[src/logic/ifs_consts.vh]
`ifndef IFS_CONSTS_VH
`define IFS_CONSTS_VH

// ****************************************************************
// register byte addresses on the wishbone slave
// ****************************************************************
`define IFS_ADR_CPU_CONTROL   8'h00
`define IFS_ADR_FLAGS_0       8'h04
`define IFS_ADR_FLAGS_7       8'h08
`define IFS_ADR_ENABLE_0      8'h0C
`define IFS_ADR_ENABLE_7      8'h10
`define IFS_ADR_IRQ_STATUS    8'h14
`define IFS_ADR_IRQ_MASK      8'h18

// ****************************************************************
// field positions and widths
// ****************************************************************
`define IFS_CPU_PRIO_MSB_BIT  3
`define IFS_CPU_RSVD_BIT      2
`define IFS_PRIO_LOW_LIMIT    4'h7
`define IFS_FLAGS0_W          4
`define IFS_FLAGS7_W          6
`define IFS_IRQ_W             2
`define IFS_IRQ_BIT_F0        0
`define IFS_IRQ_BIT_F7        1

// ****************************************************************
// reset values
// ****************************************************************
`define IFS_FLAGS0_RST        4'h0
`define IFS_FLAGS7_RST        6'h00
`define IFS_IRQ_RST           2'h0

`endif

[src/logic/ifs_flag_status.v]
// Operation
// RULE_01 - priority msb is one above level seven
// RULE_02 - level is msb over status bits 7..5
// RULE_03 - control bit two reads one
// RULE_04 - other control bits read zero
// RULE_05 - flag register 0 holds four source flags
// RULE_06 - flag register 7 holds six flags, upper zero
// RULE_07 - enable bit gates each flag to cpu
// RULE_08 - hardware set beats software zero clear
//
// The Wishbone interface to the registers and the register offsets were left to the implementer.
`timescale 1ns/100ps
`include "ifs_consts.vh"

module ifs_flag_status
(
  input  wire        i_ref_clk,
  input  wire        i_reset,
  // classic wishbone slave
  input  wire        i_wb_cyc,
  input  wire        i_wb_stb,
  input  wire        i_wb_we,
  input  wire [7:0]  i_wb_adr,
  input  wire [3:0]  i_wb_sel,
  input  wire [31:0] i_wb_dat,
  output reg  [31:0] o_wb_dat,
  output reg         o_wb_ack,
  // cpu side
  input  wire [3:0]  i_cpu_priority_level,
  input  wire [2:0]  i_processor_status_reg_ipl,
  output reg  [3:0]  o_cpu_priority_level,
  output reg         o_cpu_priority_msb,
  output reg  [3:0]  o_flag_reg_0_req,
  output reg  [5:0]  o_flag_reg_7_req,
  // one-cycle source events, same clock
  input  wire        i_timer_one_event,
  input  wire        i_compare_one_event,
  input  wire        i_capture_one_event,
  input  wire        i_external_zero_event,
  input  wire        i_test_controller_event,
  input  wire        i_uart_six_error_event,
  input  wire        i_uart_six_transmit_event,
  input  wire        i_uart_six_receive_event,
  input  wire        i_uart_five_error_event,
  input  wire        i_uart_five_transmit_event,
  output reg         o_irq
);

  // ****************************************************************
  // state
  // ****************************************************************
  reg  [3:0]  flag_reg_0_q;
  reg  [5:0]  flag_reg_7_q;
  reg  [3:0]  enable_0_q;
  reg  [5:0]  enable_7_q;
  reg  [1:0]  irq_status_q;
  reg  [1:0]  irq_mask_q;
  reg         prio_msb_q;
  reg  [31:0] rd_data;

  wire        wr_req;
  wire        wr_lo;
  wire [3:0]  evt0;
  wire [5:0]  evt7;
  wire [3:0]  flag_reg_0_d;
  wire [5:0]  flag_reg_7_d;
  wire [1:0]  irq_event;
  wire [1:0]  irq_status_d;
  wire [3:0]  pend0;
  wire [5:0]  pend7;

  assign wr_req = i_wb_cyc & i_wb_stb & i_wb_we & ~o_wb_ack;
  assign wr_lo  = wr_req & i_wb_sel[0];

  assign evt0 = {i_timer_one_event, i_compare_one_event,
                 i_capture_one_event, i_external_zero_event}; // RULE_05
  assign evt7 = {i_test_controller_event, i_uart_six_error_event,
                 i_uart_six_transmit_event, i_uart_six_receive_event,
                 i_uart_five_error_event,
                 i_uart_five_transmit_event}; // RULE_06

  // ****************************************************************
  // flag bits: software writes zero to clear, set wins
  // ****************************************************************
  genvar g;
  generate
    for (g = 0; g < `IFS_FLAGS0_W; g = g + 1)
    begin : gen_f0
      assign flag_reg_0_d[g] = evt0[g] | (flag_reg_0_q[g] &
        ~(wr_lo && i_wb_adr == `IFS_ADR_FLAGS_0 && !i_wb_dat[g])); // RULE_08
    end
    for (g = 0; g < `IFS_FLAGS7_W; g = g + 1)
    begin : gen_f7
      assign flag_reg_7_d[g] = evt7[g] | (flag_reg_7_q[g] &
        ~(wr_lo && i_wb_adr == `IFS_ADR_FLAGS_7 && !i_wb_dat[g])); // RULE_08
    end
  endgenerate

  assign pend0 = flag_reg_0_q & enable_0_q; // RULE_07
  assign pend7 = flag_reg_7_q & enable_7_q; // RULE_07

  // a sticky bit per register records that a new flag was raised
  assign irq_event = {|(evt7 & ~flag_reg_7_q), |(evt0 & ~flag_reg_0_q)};
  assign irq_status_d = irq_event | (irq_status_q &
    ~((wr_lo && i_wb_adr == `IFS_ADR_IRQ_STATUS) ?
      i_wb_dat[1:0] : `IFS_IRQ_RST));

  // ****************************************************************
  // registers
  // ****************************************************************
  always @(posedge i_ref_clk)
  begin
    if (i_reset)
    begin
      flag_reg_0_q <= `IFS_FLAGS0_RST;
      flag_reg_7_q <= `IFS_FLAGS7_RST;
      enable_0_q   <= `IFS_FLAGS0_RST;
      enable_7_q   <= `IFS_FLAGS7_RST;
      irq_status_q <= `IFS_IRQ_RST;
      irq_mask_q   <= `IFS_IRQ_RST;
      prio_msb_q   <= 1'b0;
    end
    else
    begin
      flag_reg_0_q <= flag_reg_0_d;
      flag_reg_7_q <= flag_reg_7_d;
      irq_status_q <= irq_status_d;
      prio_msb_q   <= (i_cpu_priority_level > `IFS_PRIO_LOW_LIMIT); // RULE_01
      if (wr_lo && i_wb_adr == `IFS_ADR_ENABLE_0)
        enable_0_q <= i_wb_dat[3:0];
      if (wr_lo && i_wb_adr == `IFS_ADR_ENABLE_7)
        enable_7_q <= i_wb_dat[5:0];
      if (wr_lo && i_wb_adr == `IFS_ADR_IRQ_MASK)
        irq_mask_q <= i_wb_dat[1:0];
    end
  end

  // ****************************************************************
  // read mux; unmapped addresses read zero and still ack
  // ****************************************************************
  always @*
  begin
    rd_data = 32'h0000_0000;
    case (i_wb_adr)
      `IFS_ADR_CPU_CONTROL:
      begin
        rd_data[`IFS_CPU_PRIO_MSB_BIT] = prio_msb_q; // RULE_01
        rd_data[`IFS_CPU_RSVD_BIT]     = 1'b1;       // RULE_03
      end                                           // RULE_04
      `IFS_ADR_FLAGS_0:    rd_data[3:0] = flag_reg_0_q; // RULE_05
      `IFS_ADR_FLAGS_7:    rd_data[5:0] = flag_reg_7_q; // RULE_06
      `IFS_ADR_ENABLE_0:   rd_data[3:0] = enable_0_q;
      `IFS_ADR_ENABLE_7:   rd_data[5:0] = enable_7_q;
      `IFS_ADR_IRQ_STATUS: rd_data[1:0] = irq_status_q;
      `IFS_ADR_IRQ_MASK:   rd_data[1:0] = irq_mask_q;
      default:             rd_data = 32'h0000_0000;
    endcase
  end

  // ****************************************************************
  // bus answer and outputs, all registered
  // ****************************************************************
  always @(posedge i_ref_clk)
  begin
    if (i_reset)
    begin
      o_wb_ack             <= 1'b0;
      o_wb_dat             <= 32'h0000_0000;
      o_irq                <= 1'b0;
      o_cpu_priority_level <= 4'h0;
      o_cpu_priority_msb   <= 1'b0;
      o_flag_reg_0_req     <= 4'h0;
      o_flag_reg_7_req     <= 6'h00;
    end
    else
    begin
      o_wb_ack <= i_wb_cyc & i_wb_stb & ~o_wb_ack;
      o_wb_dat <= rd_data;
      o_irq    <= |(irq_status_q & irq_mask_q);
      o_cpu_priority_msb   <= prio_msb_q; // RULE_01
      o_cpu_priority_level <= {prio_msb_q,
                               i_processor_status_reg_ipl}; // RULE_02
      o_flag_reg_0_req     <= pend0; // RULE_07
      o_flag_reg_7_req     <= pend7; // RULE_07
    end
  end

endmodule

[config.mk]
export PLATFORM = sky130hd
export DESIGN_NAME = ifs_flag_status
export DESIGN_NICKNAME = d
export VERILOG_FILES = /design/src/logic/ifs_flag_status.v
export VERILOG_INCLUDE_DIRS = /design/src /design/src/logic
export SDC_FILE = /design/constraint.sdc
export NUM_CORES = 1
export LEC_CHECK = 0
export ABC_CLOCK_PERIOD_IN_PS = 2400
export BUFFER_PORTS_ARGS = -buffer_cell sky130_fd_sc_hd__buf_2
export CORE_ASPECT_RATIO = 1.2
export CORE_UTILIZATION = 47
export DETAILED_ROUTE_END_ITERATION = 8
export PLACE_DENSITY = 0.82
export SYNTH_ARGS = -nofsm -noshare
export SYNTH_HDL_FRONTEND = slang
export SYNTH_SLANG_ARGS = --single-unit
[constraint.sdc]
create_clock -name i_ref_clk -period 2.4 [get_ports i_ref_clk]
set_clock_uncertainty 0.2 [all_clocks]
set_input_delay 0.12 -clock i_ref_clk [delete_from_list [all_inputs] [get_ports i_ref_clk]]
set_output_delay 0.12 -clock i_ref_clk [all_outputs]
set_load 0.02 [all_outputs]
-- Word-level counts from Yosys, hierarchy flattened
Cells that the tools add are included.
- register bits: 74
- bits in latches: 0
- bits in writable memories: 0
- memory bits (read-only): 0
- bits of input ports: 66
- output and inout bits: 49
- word-level logic and storage cells: 98
- memories kept: 0
- $add $sub $neg: 0
- $mul: 0
- div/mod/pow operators: 0
- order comparisons: 1
- equality and inequality tests: 6
- shift operators: 0
- muxes and demuxes: 4
- bitwise logic cells: 46
- reductions and logical operators: 26
- operator list (kind ; number):
    == test 8 x 5 -> 1 bit, second input constant ; 3
    == test 8 x 4 -> 1 bit, second input constant ; 2
    logical AND 1 bit ; 16
    bitwise AND 1 bit ; 15
    bitwise AND 6 bit ; 2
    one-hot mux 2 bit (6 select lines) ; 1
    inverter 1 bit ; 11
    OR 1 bit ; 10
    one-hot mux 2 bit (5 select lines) ; 1
    bitwise AND 4 bit ; 2
    == test 8 x 3 -> 1 bit, second input constant ; 1
    zero test 8 bit ; 1
    zero test 1 bit ; 6
    inverter 6 bit ; 1
    OR reduction 6 bit ; 1
    bitwise AND 2 bit ; 2
    greater-than comparator 4 x 3 -> 1 bit, second input constant ; 1
    inverter 4 bit ; 1
    one-hot mux 2 bit (2 select lines) ; 1
    OR reduction 4 bit ; 1
    2-to-1 mux 2 bit ; 1
    inverter 2 bit ; 1
    OR 2 bit ; 1
    OR reduction 2 bit ; 1

-- Longest topological paths before layout
- word-level depth: 9
- depth in mapped cells: 6
- mapped depth without buffers: 4

-- Worst setup path after synthesis
No wires, ideal clock.
- path kind: register to register
- start point: register o_wb_ack
- end point: register enable_7_q[0]
- library setup time: 0.128 ns
- data arrival time: 1.162 ns
- data required time: 2.072 ns
- setup slack: 0.911 ns
- cell stages (with the launch flop): 6
- path buffers: 1
- clock period less this slack: 1.489 ns
- path through: dfxtp_1 -> and3b_1 -> buf_2 -> nand4_4 -> mux2i_1 -> nor2_1
- cells in the longest elaborated chain, start to end: 4
- ends and longest elaborated chain (what ; RTL line ; source):
    start: declaration ; ifs_flag_status.v:27 ; output reg o_wb_ack,
    start signal: assignment ; ifs_flag_status.v:177 ; o_wb_ack <= i_wb_cyc & i_wb_stb & ~o_wb_ack;
    inverter 1 bit ; ifs_flag_status.v:72 ; assign wr_req = i_wb_cyc & i_wb_stb & i_wb_we & ~o_wb_ack;
    bitwise AND 1 bit ; ifs_flag_status.v:72 ;
    bitwise AND 1 bit ; ifs_flag_status.v:73 ; assign wr_lo = wr_req & i_wb_sel[0];
    logical AND 1 bit (no source line) ; - ;
    end signal: assignment ; ifs_flag_status.v:118 ; enable_7_q <= `IFS_FLAGS7_RST;
    end signal: assignment ; ifs_flag_status.v:132 ; enable_7_q <= i_wb_dat[5:0];
    end: declaration ; ifs_flag_status.v:55 ; reg [5:0] enable_7_q;
Every way passes these cells.
A chain may end at the register's enable or synchronous reset.

-- Worst setup path after layout
- start point: register o_wb_ack
- end point: register flag_reg_7_q[4]
- cells in the longest elaborated chain, start to end: 8
- ends and longest elaborated chain (what ; RTL line ; source):
    inverter 1 bit ; ifs_flag_status.v:72 ;
    bitwise AND 1 bit ; ifs_flag_status.v:72 ;
    bitwise AND 1 bit ; ifs_flag_status.v:73 ;
    logical AND 1 bit (no source line) ; - ;
    logical AND 1 bit ; ifs_flag_status.v:95 ; ~(wr_lo && i_wb_adr == `IFS_ADR_FLAGS_7 && !i_wb_dat[g]));
    inverter 1 bit ; ifs_flag_status.v:95 ;
    bitwise AND 1 bit ; ifs_flag_status.v:94 ; assign flag_reg_7_d[g] = evt7[g] | (flag_reg_7_q[g] &
    OR 1 bit ; ifs_flag_status.v:94 ;
    end signal: assignment ; ifs_flag_status.v:116 ; flag_reg_7_q <= `IFS_FLAGS7_RST;
    end signal: assignment ; ifs_flag_status.v:126 ; flag_reg_7_q <= flag_reg_7_d;
    end: declaration ; ifs_flag_status.v:53 ; reg [5:0] flag_reg_7_q;
Every way passes these cells.

==> results.toml <==
[hold_path]
hold_depth = 3
min_to = "o_wb_dat[0]"
hold_class = "in2reg"
hold_start = "i_wb_adr[4]"

[synth]
syn_area_um2 = 2082
netlist_top_cells_count = "dfxtp_1, buf_4, nor2_1"
muxShareOfSynthArea_pct = 8.233
post-synth-top-count-cell = "dfxtp_1"
ys_seq_area_share_pct = 45.19
ys.flop_type = "dfxtp_1"
syn_avg_cell_area_um2 = 9.052
synth_edf_count = 0
synth_top_family_by_area = "simple AND/OR/NAND/NOR gates"
yosysTopAreaCellShare_pct = 45.19
yosys_warnings = 0
synth-compound-area-share_pct = 11.78
synth-xor-area-share_pct = 0
synth_area_leaders = "dfxtp_1, buf_4, mux2i_1"
syn-instance-count = 230
post-synth-top-area-cell = "dfxtp_1"
synthAdderAreaFrac_pct = 0
synth_cell_types = 31
ys_seq_elements = 47
async_flop_share_pct = 0
synth-simple-area-share_pct = 20.31

[setup_path]
reg2regPathDepth = 5
rrSetupSlack_ns = 0.13
startpoint_type = "flop"
critPathRequiredTime_ns = 2.38
cp_max_fo = 8
worstSetupPathType = "reg2reg"
r2r-end = "flag_reg_7_q[4]"
r2r_start = "o_wb_ack"
cp-startpoint = "o_wb_ack"
end_kind = "flop"
critPathArrivalTime_ns = 2.25

[clocking]
cts_root_buf = "clkbuf_8"
clk_pin_slew_ns = 0.08
insertion_delay_ns = 0.30
cts_buffers = 5
ctsHtreeMaxLevel = 2
tritoncts = "yes"
cts_buffer_depth = 2
clock-sinks = 47

[floorplan]
boundaryPins = 115
fp-row-count = 26
dieHeight_um = 74.91
coreArea_um2 = 4262
die_x_um = 62.76
start_util_pct = 48.85
fp.dieArea_um2 = 4701

[place]
dp_hpwl_mm = 3.061
place.gp.congestion = 0.8721
portBuffers = 56
dp_cells = 331

[sta]
max-slew-margin-rel_pct = 65.34
tns_ns = 0
hold-worst-slack_ns = 0.01667
setup_viol = 0
tightest_slew_ns = 0.5189
drv_slew = 0
timing.final.crit_share_pct = 94.44
fmax_mhz = 441.2
min_period_ns = 2.267
rsz0062_at_grt = "false"
finalHoldViolations = 0

[global_route]
grt_max_degree = 42
grt_pass1_wl_mm = 7.155
grt_antenna_before_repair = 0
gr-total-overflow = 0
grt_pass1_vias = 1586
grt_use_total_pct = 20.08

[routing]
drc = 0
routed_wl_mm = 4.511
wl_per_cell_um = 12.53
first_pass_iters = 4
num_vias = 1784
drtIter0Drc = 115
viasPerCell = 4.956
antenna_left = 0

[pwr]
vdd_drop_max_mv = 0.2995
totalPowerFinal_mw = 1.457
p_leak_nw = 1.269
powerDensity_nw_per_um2 = 563.2

[final_layout]
layout-drive-gt1-share_pct = 23.36
nNetsFinal = 371
antenna_cells = 0
area_delta_synth_final_pct = 24.28
fin_cells = 360

[outcome]
outcome = "finished clean"

[run]
maxCapViolCount = 0
cell families (layout without fill, tap and decap cells):
family,after synthesis,count (layout)
other,1,26
AOI/OAI and AO/OA,43,43
muxes,17,17
DFF,47,47
and+or+nand+nor,73,73
buffers and inverters,49,98
sequential cells by signal (all words and copies together), names as in the netlist, 4 cells and up:
name	flops
flag_reg_0_q	4
enable_7_q	6
o_cpu_priority_level	4
o_wb_dat	6
o_flag_reg_0_req	4
o_flag_reg_7_req	6
enable_0_q	4
flag_reg_7_q	6
repair_timing:
action / CTS / global route
resized for setup: 0 / 0
setup buffers: 0 / 0
endpoints found under the hold margin: 26 / 0
hold buffers: 23 / 0
worst max-delay path by stage:
stage / to / slack [ns] / cells after the start
after floorplan: enable_7_q[0] / 0.91 / 5
after global placement: flag_reg_0_q[0] / 0.75 / 4
after detailed placement: flag_reg_7_q[0] / 0.74 / 4
after CTS: flag_reg_7_q[4] / 0.20 / 5
after global routing: flag_reg_7_q[4] / 0.03 / 5
final: flag_reg_7_q[4] / 0.13 / 5
placed cells by master (no fill, tap or decap), types with 3 or more instances in the layout:
cell type,count
a22oi_1,4
mux2i_1,16
o22ai_1,5
buf_2,56
nor2b_1,9
nor3_1,5
o21ai_0,14
nand2_1,14
dfxtp_1,47
clkbuf_8,5
nand4_1,4
nor2_1,27
conb_1,26
inv_1,12
dlygate4sd3_1,23
a21oi_1,16
and3b_1,3
worst max-delay path: stages, from the launching register on:
cell           delay (ns)
dfxtp_1              0.31
and3b_1              0.47
nand4_2              0.23
o21ai_0              0.24
a21oi_1              0.11
dlygate4sd3_1        0.59
layer usage:
metal | part of all wire, % | global-route usage (%)
met1 | 41 | 23.26
met2 | 49 | 34.30
met3 | 6.9 | 4.545
met4 | 3.1 | 12.40
met5 | 0 | 0
area by class of cell:
| cell class | instances | area, um^2 |
|---|---|---|
| clock buffers | 5 | 68.82 |
| clock inverters | 1 | 7.507 |
| fillers | 396 | 1674 |
| inverters | 12 | 45.04 |
| multi-input cells | 159 | 937.1 |
| flip-flops and latches | 47 | 940.9 |
| well taps | 56 | 70.07 |
| repair buffers | 80 | 518.0 |
metrics by stage:
| step | instance area, um^2 | utilization [%] | setup WS, ns |
|---|---|---|---|
| finish | 2587 | 60.72 | 0.1334 |
| global route | 2587 | 60.72 | 0.03266 |
| CTS | 2587 | 60.72 | 0.1951 |
| detailed placement | 2281 | 53.52 | 0.7365 |
| global placement | 2281 | 53.52 | 0.7506 |
| floorplan | 2176 | - | 0.9108 |
report_power, final:
group	switching (mW)	total (mW)	internal, mW
registers	0.0149	0.814	0.799
logic	0.120	0.199	0.0788
clock network	0.251	0.445	0.194
(Power assumes the default switching activity.)
